$ cat src/hdl/tf_decode_pkg.sv
/*
  Constants and types for the task file address decoder: address fields,
  map selection, decoded slots and byte lanes.
  Assumes the host pins follow the card bus naming of strobes and address.
*/
`default_nettype none

package tf_decode_pkg;

  ////////////////////////////////////////////////////////////////////////////
  // Widths
  localparam int ADDR_W = 11;
  localparam int DATA_W = 16;
  localparam int OFF_W  = 4;
  localparam int HI_W   = 6;

  ////////////////////////////////////////////////////////////////////////////
  // Address bit positions
  localparam int A_ODD_BIT = 0;
  localparam int A_SEL_BIT = 3;
  localparam int A_OFF_MSB = 3;
  localparam int A_HI_LSB  = 4;
  localparam int A_HI_MSB  = 9;
  localparam int A_MEM_WIN = 10;

  ////////////////////////////////////////////////////////////////////////////
  // Task file offsets
  localparam logic [OFF_W-1:0] OFF_DATA     = 4'h0;
  localparam logic [OFF_W-1:0] OFF_ERR_FEAT = 4'h1;
  localparam logic [OFF_W-1:0] OFF_SEC_CNT  = 4'h2;
  localparam logic [OFF_W-1:0] OFF_SEC_NUM  = 4'h3;
  localparam logic [OFF_W-1:0] OFF_CYL_LO   = 4'h4;
  localparam logic [OFF_W-1:0] OFF_CYL_HI   = 4'h5;
  localparam logic [OFF_W-1:0] OFF_DRV_HEAD = 4'h6;
  localparam logic [OFF_W-1:0] OFF_STAT_CMD = 4'h7;
  localparam logic [OFF_W-1:0] OFF_DUP_EVEN = 4'h8;
  localparam logic [OFF_W-1:0] OFF_DUP_ODD  = 4'h9;
  localparam logic [OFF_W-1:0] OFF_DUP_ERR  = 4'hD;
  localparam logic [OFF_W-1:0] OFF_ALT      = 4'hE;
  localparam logic [OFF_W-1:0] OFF_DRV_ADDR = 4'hF;

  ////////////////////////////////////////////////////////////////////////////
  // Fixed I/O map bases and low addresses
  localparam logic [HI_W-1:0]  PRI_TF_BASE  = 6'h1F;
  localparam logic [HI_W-1:0]  PRI_ALT_BASE = 6'h3F;
  localparam logic [HI_W-1:0]  SEC_TF_BASE  = 6'h17;
  localparam logic [HI_W-1:0]  SEC_ALT_BASE = 6'h37;
  localparam logic [OFF_W-1:0] FIX_ALT_ADDR = 4'h6;
  localparam logic [OFF_W-1:0] FIX_DRV_ADDR = 4'h7;

  ////////////////////////////////////////////////////////////////////////////
  // Types
  typedef enum logic [1:0] {
    MAP_MEM, MAP_IO_CONTIG, MAP_IO_PRIMARY, MAP_IO_SECONDARY
  } map_sel_t;

  typedef enum logic [3:0] {
    SLOT_DATA, SLOT_ERR_FEAT, SLOT_SEC_CNT, SLOT_SEC_NUM, SLOT_CYL_LO,
    SLOT_CYL_HI, SLOT_DRV_HEAD, SLOT_STAT_CMD, SLOT_ALT_CTRL, SLOT_DRV_ADDR,
    SLOT_NONE
  } tf_slot_t;

  typedef enum logic [1:0] {LANE_EVEN, LANE_ODD, LANE_WORD} lane_t;

  typedef struct packed {
    logic              reg_n;
    logic              oe_n;
    logic              we_n;
    logic              iord_n;
    logic              iowr_n;
    logic              word_n;
    logic [ADDR_W-1:0] addr;
    logic [DATA_W-1:0] data;
  } pins_t;

  localparam int    PINS_W    = $bits(pins_t);
  localparam pins_t PINS_IDLE = '{1'b1, 1'b1, 1'b1, 1'b1, 1'b1, 1'b1, '0, '0};

endpackage

`default_nettype wire

$ cat src/hdl/tf_dec_if.sv
/*
  Carrier between the top module and the map decoder.
  Assumes filtered pin values on the request side, same clock domain.
*/
`default_nettype none

interface tf_dec_if;
  import tf_decode_pkg::*;

  map_sel_t          map_sel;
  logic              reg_n;
  logic              word_n;
  logic              is_write;
  logic [ADDR_W-1:0] addr;
  logic              hit;
  tf_slot_t          slot;
  lane_t             lane;

  // Decoder side
  modport dec (input map_sel, reg_n, word_n, is_write, addr,
               output hit, slot, lane);
  // Requesting side
  modport user (output map_sel, reg_n, word_n, is_write, addr,
                input hit, slot, lane);
endinterface

`default_nettype wire

$ cat src/hdl/task_file_address_decoder.sv
/*
  Task file address decoder top: synchronises host pins, decodes each
  strobe cycle through the selected map and drives slot, strobes and data
  toward the task file register store.
  Assumes the map select comes from configuration logic on i_clk and the
  register store answers i_tf_rd_data combinationally from slot and lane.
*/
`default_nettype none

// Overview of operation
// [RL1] Map select 0..3 picks memory, contiguous, primary or secondary I/O decode.
// [RL2] Map 0 decodes memory strobes with register select high; A10 low uses A3-A0.
// [RL3] Offset 8 and memory window with A0 low reach even data byte.
// [RL4] Offset 9 and window with A0 high reach odd byte; offset D duplicates error/feature.
// [RL5] Map 1 decodes I/O strobes with register select low, offsets from A3-A0.
// [RL6] Map 2 answers at base 1F and alternate registers at 3F, low 6 and 7.
// [RL7] Map 3 answers at base 17 and alternate registers at 37, low 6 and 7.
// [RL8] Read or write picks register at shared offsets; drive address write is dropped.
// [RL9] First eight slots run data through status/command from offset zero.
// [RL10] Data slot is sixteen bits and takes word or byte accesses.
// [RL11] Unmatched accesses leave data bus undriven and writes discarded.
module task_file_address_decoder (
  input  wire logic                             i_clk,        // System clock
  input  wire logic                             i_resetn,     // Async reset, low
  input  wire tf_decode_pkg::map_sel_t          i_map_sel,    // Map select field
  input  wire logic                             i_reg_n,      // Attribute select pin
  input  wire logic                             i_oe_n,       // Memory read strobe
  input  wire logic                             i_we_n,       // Memory write strobe
  input  wire logic                             i_iord_n,     // I/O read strobe
  input  wire logic                             i_iowr_n,     // I/O write strobe
  input  wire logic                             i_word_n,     // Word access, low
  input  wire logic [tf_decode_pkg::ADDR_W-1:0] i_addr,       // Address pins
  input  wire logic [tf_decode_pkg::DATA_W-1:0] i_data,       // Data pins in
  input  wire logic [tf_decode_pkg::DATA_W-1:0] i_tf_rd_data, // Store read data
  output logic      [tf_decode_pkg::DATA_W-1:0] o_data,       // Data pins out
  output logic                                  o_data_oe,    // Data pin drive
  output tf_decode_pkg::tf_slot_t               o_tf_slot,    // Latched slot
  output tf_decode_pkg::lane_t                  o_tf_lane,    // Latched lane
  output logic                                  o_tf_rd,      // Read start pulse
  output logic                                  o_tf_wr,      // Write commit pulse
  output logic      [tf_decode_pkg::DATA_W-1:0] o_tf_wdata    // Write data
);
  import tf_decode_pkg::*;

  typedef enum logic [1:0] {ST_IDLE, ST_READ, ST_WRITE} state_t;

  pins_t               raw;
  logic [PINS_W-1:0]   s1_q, s1_d, s2_q, s2_d, s3_q, s3_d, flt_q, flt_d;
  logic [PINS_W-1:0]   agree;
  pins_t               pin;
  logic                rd_act;
  logic                wr_act;
  state_t              state_q, state_d;
  tf_slot_t            slot_q, slot_d;
  lane_t               lane_q, lane_d;
  logic                rd_q, rd_d;
  logic                wr_q, wr_d;
  logic                oe_q, oe_d;
  logic [DATA_W-1:0]   rdata_q, rdata_d;
  logic [DATA_W-1:0]   wdata_q, wdata_d;

  tf_dec_if dec_if ();

  ////////////////////////////////////////////////////////////////////////////
  // Pin synchroniser, three stages plus agreement filter
  assign raw = '{i_reg_n, i_oe_n, i_we_n, i_iord_n, i_iowr_n, i_word_n,
                 i_addr, i_data};

  always_comb begin
    s1_d  = raw;
    s2_d  = s1_q;
    s3_d  = s2_q;
    agree = ~(s2_q ^ s3_q);
    flt_d = (s3_q & agree) | (flt_q & ~agree);
  end

  always_ff @(posedge i_clk or negedge i_resetn) begin
    if (!i_resetn) begin
      s1_q  <= PINS_IDLE;
      s2_q  <= PINS_IDLE;
      s3_q  <= PINS_IDLE;
      flt_q <= PINS_IDLE;
    end else begin
      s1_q  <= s1_d;
      s2_q  <= s2_d;
      s3_q  <= s3_d;
      flt_q <= flt_d;
    end
  end

  assign pin = pins_t'(flt_q);

  ////////////////////////////////////////////////////////////////////////////
  // Strobe choice by map: memory strobes only in map 0
  always_comb begin
    if (i_map_sel == MAP_MEM) begin  // see [RL2] [RL5]
      rd_act = !pin.oe_n;
      wr_act = !pin.we_n;
    end else begin
      rd_act = !pin.iord_n;
      wr_act = !pin.iowr_n;
    end
  end

  // Decoder request
  assign dec_if.map_sel  = i_map_sel;
  assign dec_if.reg_n    = pin.reg_n;
  assign dec_if.word_n   = pin.word_n;
  assign dec_if.is_write = wr_act;
  assign dec_if.addr     = pin.addr;

  tf_map_decoder u_dec (
    .d (dec_if.dec)
  );

  ////////////////////////////////////////////////////////////////////////////
  // Access sequencer next state
  always_comb begin
    state_d = state_q;
    slot_d  = slot_q;
    lane_d  = lane_q;
    rd_d    = 1'b0;
    wr_d    = 1'b0;
    oe_d    = 1'b0;
    rdata_d = rdata_q;
    wdata_d = wdata_q;
    case (state_q)
      ST_IDLE: begin
        if (dec_if.hit && rd_act && !wr_act) begin
          state_d = ST_READ;
          slot_d  = dec_if.slot;
          lane_d  = dec_if.lane;
          rd_d    = 1'b1;
        end else if (dec_if.hit && wr_act && !rd_act) begin
          state_d = ST_WRITE;  // see [RL8]
          slot_d  = dec_if.slot;
          lane_d  = dec_if.lane;
          wdata_d = pin.data;
        end
      end
      ST_READ: begin
        rdata_d = i_tf_rd_data;  // see [RL10]
        if (rd_act) begin
          oe_d = 1'b1;
        end else begin
          state_d = ST_IDLE;  // see [RL11]
        end
      end
      ST_WRITE: begin
        if (wr_act) begin
          wdata_d = pin.data;
        end else begin
          state_d = ST_IDLE;
          wr_d    = 1'b1;
        end
      end
      default: state_d = ST_IDLE;
    endcase
  end

  // Access sequencer registers
  always_ff @(posedge i_clk or negedge i_resetn) begin
    if (!i_resetn) begin
      state_q <= ST_IDLE;
      slot_q  <= SLOT_NONE;
      lane_q  <= LANE_EVEN;
      rd_q    <= 1'b0;
      wr_q    <= 1'b0;
      oe_q    <= 1'b0;
      rdata_q <= '0;
      wdata_q <= '0;
    end else begin
      state_q <= state_d;
      slot_q  <= slot_d;
      lane_q  <= lane_d;
      rd_q    <= rd_d;
      wr_q    <= wr_d;
      oe_q    <= oe_d;
      rdata_q <= rdata_d;
      wdata_q <= wdata_d;
    end
  end

  // Outputs
  assign o_data     = rdata_q;
  assign o_data_oe  = oe_q;
  assign o_tf_slot  = slot_q;
  assign o_tf_lane  = lane_q;
  assign o_tf_rd    = rd_q;
  assign o_tf_wr    = wr_q;
  assign o_tf_wdata = wdata_q;
endmodule

`default_nettype wire

$ cat src/hdl/tf_map_decoder.sv
/*
  Combinational map decoder: turns map select, register select and address
  into a task file slot and byte lane.
  Assumes the caller has already chosen memory or I/O strobes by map.
*/
`default_nettype none

module tf_map_decoder (
  tf_dec_if.dec d  // Decode request in, slot out
);
  import tf_decode_pkg::*;

  logic             cand;
  logic             win;
  logic [OFF_W-1:0] off;
  logic [OFF_W:0]   fix;

  // Fixed map match: valid flag over offset
  function automatic logic [OFF_W:0] fixed_io(input logic [HI_W-1:0]   tf_base,
                                               input logic [HI_W-1:0]   alt_base,
                                               input logic [ADDR_W-1:0] a);
    logic [OFF_W:0] r;
    r = '0;
    if (a[A_HI_MSB:A_HI_LSB] == tf_base && !a[A_SEL_BIT]) begin
      r = {1'b1, 1'b0, a[A_SEL_BIT-1:A_ODD_BIT]};
    end else if (a[A_HI_MSB:A_HI_LSB] == alt_base) begin
      if (a[A_OFF_MSB:A_ODD_BIT] == FIX_ALT_ADDR) begin
        r = {1'b1, OFF_ALT};
      end else if (a[A_OFF_MSB:A_ODD_BIT] == FIX_DRV_ADDR) begin
        r = {1'b1, OFF_DRV_ADDR};
      end
    end
    return r;
  endfunction

  ////////////////////////////////////////////////////////////////////////////
  // Map to candidate offset
  always_comb begin
    cand = 1'b0;
    win  = 1'b0;
    off  = OFF_DATA;
    fix  = '0;
    case (d.map_sel)  // see [RL1]
      MAP_MEM: begin
        if (d.reg_n) begin  // see [RL2]
          if (d.addr[A_MEM_WIN]) begin
            win = 1'b1;  // see [RL3]
          end else begin
            cand = 1'b1;
            off  = d.addr[A_OFF_MSB:A_ODD_BIT];
          end
        end
      end
      MAP_IO_CONTIG: begin
        if (!d.reg_n) begin  // see [RL5]
          cand = 1'b1;
          off  = d.addr[A_OFF_MSB:A_ODD_BIT];
        end
      end
      MAP_IO_PRIMARY: begin
        if (!d.reg_n) begin
          fix = fixed_io(PRI_TF_BASE, PRI_ALT_BASE, d.addr);  // see [RL6]
        end
      end
      MAP_IO_SECONDARY: begin
        if (!d.reg_n) begin
          fix = fixed_io(SEC_TF_BASE, SEC_ALT_BASE, d.addr);  // see [RL7]
        end
      end
      default: begin
      end
    endcase
    if (fix[OFF_W]) begin
      cand = 1'b1;
      off  = fix[OFF_W-1:0];
    end
  end

  ////////////////////////////////////////////////////////////////////////////
  // Offset to slot and lane
  always_comb begin
    d.slot = SLOT_NONE;
    d.lane = LANE_EVEN;
    if (win) begin
      d.slot = SLOT_DATA;  // see [RL3] [RL4]
      d.lane = d.addr[A_ODD_BIT] ? LANE_ODD : LANE_EVEN;
    end else if (cand) begin
      case (off)  // see [RL9]
        OFF_DATA: begin
          d.slot = SLOT_DATA;
          d.lane = d.word_n ? LANE_EVEN : LANE_WORD;  // see [RL10]
        end
        OFF_ERR_FEAT: d.slot = SLOT_ERR_FEAT;  // see [RL8]
        OFF_SEC_CNT:  d.slot = SLOT_SEC_CNT;
        OFF_SEC_NUM:  d.slot = SLOT_SEC_NUM;
        OFF_CYL_LO:   d.slot = SLOT_CYL_LO;
        OFF_CYL_HI:   d.slot = SLOT_CYL_HI;
        OFF_DRV_HEAD: d.slot = SLOT_DRV_HEAD;
        OFF_STAT_CMD: d.slot = SLOT_STAT_CMD;
        OFF_DUP_EVEN: d.slot = SLOT_DATA;
        OFF_DUP_ODD: begin
          d.slot = SLOT_DATA;
          d.lane = LANE_ODD;  // see [RL4]
        end
        OFF_DUP_ERR:  d.slot = SLOT_ERR_FEAT;  // see [RL4]
        OFF_ALT:      d.slot = SLOT_ALT_CTRL;
        OFF_DRV_ADDR: begin
          if (!d.is_write) begin
            d.slot = SLOT_DRV_ADDR;  // see [RL8]
          end
        end
        default: d.slot = SLOT_NONE;  // see [RL11]
      endcase
    end
  end

  // Any matched slot
  assign d.hit = (d.slot != SLOT_NONE);

endmodule

`default_nettype wire

$ cat config.mk
export PLATFORM = sky130hd
export DESIGN_NAME = task_file_address_decoder
export DESIGN_NICKNAME = d
export VERILOG_FILES = /design/src/hdl/tf_decode_pkg.sv /design/src/hdl/tf_dec_if.sv /design/src/hdl/task_file_address_decoder.sv /design/src/hdl/tf_map_decoder.sv
export SDC_FILE = /design/constraint.sdc
export NUM_CORES = 1
export LEC_CHECK = 0
export BUFFER_PORTS_ARGS = -buffer_cell sky130_fd_sc_hd__buf_4
export CAP_MARGIN = 10
export CELL_PAD_IN_SITES_DETAIL_PLACEMENT = 1
export CELL_PAD_IN_SITES_GLOBAL_PLACEMENT = 1
export CORE_MARGIN = 3
export CORE_UTILIZATION = 30
export CTS_BUF_LIST = sky130_fd_sc_hd__clkbuf_8
export DETAILED_ROUTE_END_ITERATION = 10
export GPL_TIMING_DRIVEN = 1
export PLACE_DENSITY = 0.62
export REMOVE_ABC_BUFFERS = 1
export SYNTH_ARGS = -nofsm -noshare
export SYNTH_HDL_FRONTEND = slang
export SYNTH_HIERARCHICAL = 1
export SYNTH_SLANG_ARGS = --single-unit
$ cat constraint.sdc
create_clock -name i_clk -period 3.29 [get_ports i_clk]
set_clock_uncertainty 0.05 [all_clocks]
set_input_delay 0.329 -clock i_clk [delete_from_list [all_inputs] [get_ports i_clk]]
set_output_delay 0.329 -clock i_clk [all_outputs]
set_load 0.01 [all_outputs]
# Word level (Yosys, flattened, before mapping)
# Index checks and enable logic that the tools add are counted.
[totals] regBits=175 out_inout_bits=41 elab_cells=123 inputBits=53
[op_classes] n_eq_ne=30 n_reduce_logical=23 n_mux=52 n_bitwise=6
[ops] cell="33-bit AND" count=2
[ops] cell="33-bit inverter" count=2
[ops] cell="16-bit 2-to-1 mux" count=3
[ops] cell="5-bit 2-to-1 mux" count=8
[ops] cell="4-bit case mux with 10 select lines" count=1
[ops] cell="33-bit OR" count=1
[ops] cell="33-bit XOR" count=1
[ops] cell="4-bit 2-to-1 mux" count=8
[ops] cell="16-bit case mux with 2 select lines" count=1
[ops] cell="4-bit by 3-bit == test with 1-bit output, second input constant" count=6
[ops] cell="4-bit == test, second input constant" count=5
[ops] cell="2-bit 2-to-1 mux" count=10
[ops] cell="1-bit 2-to-1 mux" count=16
[ops] cell="6-bit by 5-bit == test with 1-bit output, second input constant" count=2
[ops] cell="6-bit == test, second input constant" count=2
[ops] cell="5-bit case mux with 2 select lines" count=1
[ops] cell="4-bit by 2-bit == test with 1-bit output, second input constant" count=2
[ops] cell="2-bit inequality test, second input constant" count=4
[ops] cell="4-bit case mux with 2 select lines" count=1
[ops] cell="1-bit zero test" count=7
[ops] cell="2-bit == test, second input constant" count=3
[ops] cell="1-bit logical AND" count=6
[ops] cell="2-bit case mux with 3 select lines" count=1
[ops] cell="2-bit by 1-bit == test with 1-bit output, second input constant" count=2
[ops] cell="14 further kinds" count=16

# Logic depth before layout (Yosys ltp)
[depth] depth_word=19 ltp_mapped=11 mapped_depth_nobuf=9

# Cells and area by module
# Netlist, hierarchy kept.
[modules_own_cells] mod="task_file_address_decoder" cells_each=303 seq_area_each_um2=4411.7 area_per_inst_um2=5383.9 instances=1
[modules_own_cells] mod="tf_map_decoder" cells_each=38 seq_area_each_um2=0.0 area_per_inst_um2=251.5 instances=1

# Least setup slack after synthesis
# No wires, ideal clock.
[synth_timing] path_kind="register -> register" startpoint="reg (tool-made name)" endpoint="reg wdata_q[10] (netlist: o_tf_wdata[10])" path_buffers=2 path_slack_ns=0.291 required_ns=3.115 t_arrival_ns=2.824 setup_ns=0.125 synth_period_minus_slack_ns=2.999 stages_incl_launch_ff=12 cell_sequence="dfstp_2 -> or3b_1 -> a2111oi_0 -> o22ai_1 -> a21oi_1 -> o21ai_1 -> o211a_1 -> a311o_1 -> and3b_1 -> buf_6 -> buf_12 -> mux2_4"
[synth_rtl] element="end signal: assignment" line_no="task_file_address_decoder.sv:180" rtl="wdata_q <= wdata_d;"
[synth_rtl] element="end: declaration" line_no="task_file_address_decoder.sv:60" rtl="logic [DATA_W-1:0] wdata_q, wdata_d;"

==> flow_summary.json <==
{
  "port_buffers": 93,
  "p_per_area_nw_per_um2": 686.3,
  "dp_hpwl_um": 6820,
  "viasPerCell": 4.319,
  "arrival_ns": 3.37,
  "cts_setup_buffers": 0,
  "rsz0062_at_grt": "false",
  "seq_area_frac_synth_pct": 78.29,
  "grt_max_degree": 91,
  "worstSetupPathType": "reg -> reg",
  "crit_path_max_fanout": 17,
  "intPower_mw": 3.709,
  "ys_types": 38,
  "via_count": 3213,
  "num_io_pins": 94,
  "die_x_um": 143.1,
  "met2_length_um": 5079,
  "netlist.area_leader.share_pct": 66.16,
  "grt_pass1_vias": 3552,
  "p_sw_mw": 1.487,
  "sw_frac_of_total_pct": 28.61,
  "drc": 0,
  "required_ns": 3.58,
  "numCtsBuffers": 17,
  "path_clk_slew_ns": 0.10,
  "placementRows": 49,
  "critical_path.endpoint": "o_tf_wdata[11]",
  "area_growth_pct": 34.33,
  "yosysMostFrequentCell": "dfrtp_1",
  "die_h_um": 143.1,
  "synth_cells": 341,
  "synth_area_um2": 5635,
  "startpoint_type": "register",
  "layout_min_cycle_time_ns": 3.084,
  "antenna_found_initial": 0,
  "p_seq_share_pct": 51.8,
  "cts.path.max_buffers": 2,
  "ys_async_sr_fraction_pct": 100.0,
  "finalHoldViolations": 0,
  "h-tree-depth": 4,
  "hp-class": "reg -> reg",
  "ys_ff_latch": 175,
  "drt-initial-drc-count": 108,
  "whs_ns": 0.3036,
  "routed_wl_um": 10740,
  "track_usage_pct": 11.29,
  "die_area_um2": 20460,
  "combPwrFrac_pct": 19.3,
  "place_congestion": 0.7711,
  "min_period_over_period_pct": 93.74,
  "worstReg2RegEnd": "o_tf_wdata[11]",
  "rrSetupSlack_ns": 0.21,
  "synth_edf_count": 0,
  "outcome": "completed",
  "relSlewSlack_pct": 45.66,
  "cts-root-buf": "clkbuf_8",
  "postRouteAntennaNets": 0,
  "start_util_pct": 30.95,
  "setup_viol": 0,
  "overflow": 0,
  "core_area_um2": 18210,
  "crit_path_end_kind": "register",
  "synth_flop_cell": "dfrtp_1",
  "drv_slew": 0,
  "clock_sinks": 175,
  "avgSynthCellArea_um2": 16.53,
  "synth_area_leaders": "dfrtp_1, dfstp_2, maj3_1",
  "netlist_top_cells_count": "dfrtp_1, nand2_1, maj3_1",
  "clkPwrFrac_pct": 28.9,
  "antenna_cells": 0,
  "worstMarginPinSlew_ns": 0.8152,
  "dr_wl_met3_um": 573,
  "fmax_mhz": 324.3,
  "yosysTopAreaCell": "dfrtp_1",
  "setup-tns-final_ns": 0,
  "drv_cap": 0,
  "clkLatencyLatePin_ns": 0.45,
  "finalNetCount": 556,
  "ir_worst_vdd_uv": 328.2,
  "met1_length_um": 4935,
  "drive_gt1_share_pct": 36.50,
  "p_leak_nw": 3.416,
  "rr_worst_depth": 10,
  "first_pass_iters": 4,
  "grt_pass1_wl_um": 18000,
  "wl_per_cell_um": 14.43,
  "topRoutingLayerUsed": "met4",
  "yosys_warnings": 6,
  "cts_tree": "built"
}
metal layers:
layer  vias up  GRT usage [%]
met5         -              0
met4         0          4.052
met3        14          4.287
met2        86          17.71
met1      1645          14.36
li1       1468              -
area by class of cell:
class / instances / area, µm²
well taps: 229 / 286.5
multi-input cells: 158 / 1191
clock inverters: 14 / 166.4
repair buffers: 149 / 1272
fillers: 1840 / 10640
flip-flops and latches: 175 / 4412
clock buffers: 17 / 234.0
inverters: 2 / 7.507
cells by family (layout without fill, tap and decap cells):
kind of cell,after synthesis,after routing,synth area share (%)
xor+xnor,3,3,0.4663
fa+ha+maj,33,33,5.862
flops,175,175,78.29
simple gates,78,78,6.638
compound gates,20,20,2.420
buf+inv,8,182,0.9547
mux,24,24,5.373
how the worst min path moves through the flow:
stage	from	end	slack (ns)	depth (start not counted)
6_report	s1_q[29]	s2_q[29]	0.30	0
5_1_grt	s1_q[29]	s2_q[29]	0.31	0
4_1_cts	s1_q[29]	s2_q[29]	0.30	0
3_5_place_dp	s1_q[15]	s2_q[15]	0.29	0
3_3_place_gp	s1_q[2]	s2_q[2]	0.28	0
2_1_floorplan	i_resetn	asynchronous set/reset pin	-0.02	0
critical path: stages (launching register included):
cell and delay (ns):
dfstp_2 0.58, or3b_4 0.42, a2111oi_2 0.36, o22ai_1 0.13
a21oi_1 0.19, o21ai_1 0.12, o211a_1 0.12, a311o_1 0.32
and3b_1 0.21, buf_12 0.17, mux2_4 0.30
what timing repair did:
| action | CTS | global route |
|---|---|---|
| endpoints found under the setup margin | 0 | 22 |
| hold endpoints to repair | 133 | 0 |
| gates resized for setup | 0 | 6 |
| hold buffers | 50 | 0 |
cell usage in the layout, fill, tap and decap left out, types with 3 or more instances in the layout:
| master | count |
|---|---|
| inv_8 | 7 |
| buf_4 | 96 |
| dlygate4sd3_1 | 50 |
| mux2_4 | 9 |
| nor2_1 | 4 |
| a21oi_1 | 3 |
| dfstp_2 | 26 |
| nand2b_1 | 4 |
| o21ai_1 | 3 |
| dfrtp_1 | 149 |
| mux2_2 | 14 |
| maj3_1 | 33 |
| nand2_1 | 52 |
| clkbuf_8 | 17 |
stage by stage:
stage | util [%] | instances | worst slack, ns | area, µm² | power, mW
final | 41.57 | 744 | 0.2060 | 7570 | 5.195
after detailed placement | 36.47 | 662 | 0.1272 | 6640 | 3.703
after global routing | 41.57 | 744 | 0.01598 | 7570 | 5.517
after floorplan | - | 335 | 0.1547 | 5589 | 3.119
after CTS | 41.41 | 743 | 0.1128 | 7541 | 5.292
after global placement | 36.47 | 662 | 0.2059 | 6640 | 3.659
power groups by stage:
stage	registers [mW]	clock network, mW	logic [mW]
final	2.69	1.50	1.00
after global routing	2.74	1.67	1.10
after CTS	2.70	1.58	1.01
after detailed placement	2.74	0	0.965
after global placement	2.73	0	0.932
after floorplan	2.79	0	0.333
Note: power is estimated with default switching activity, not from simulation.
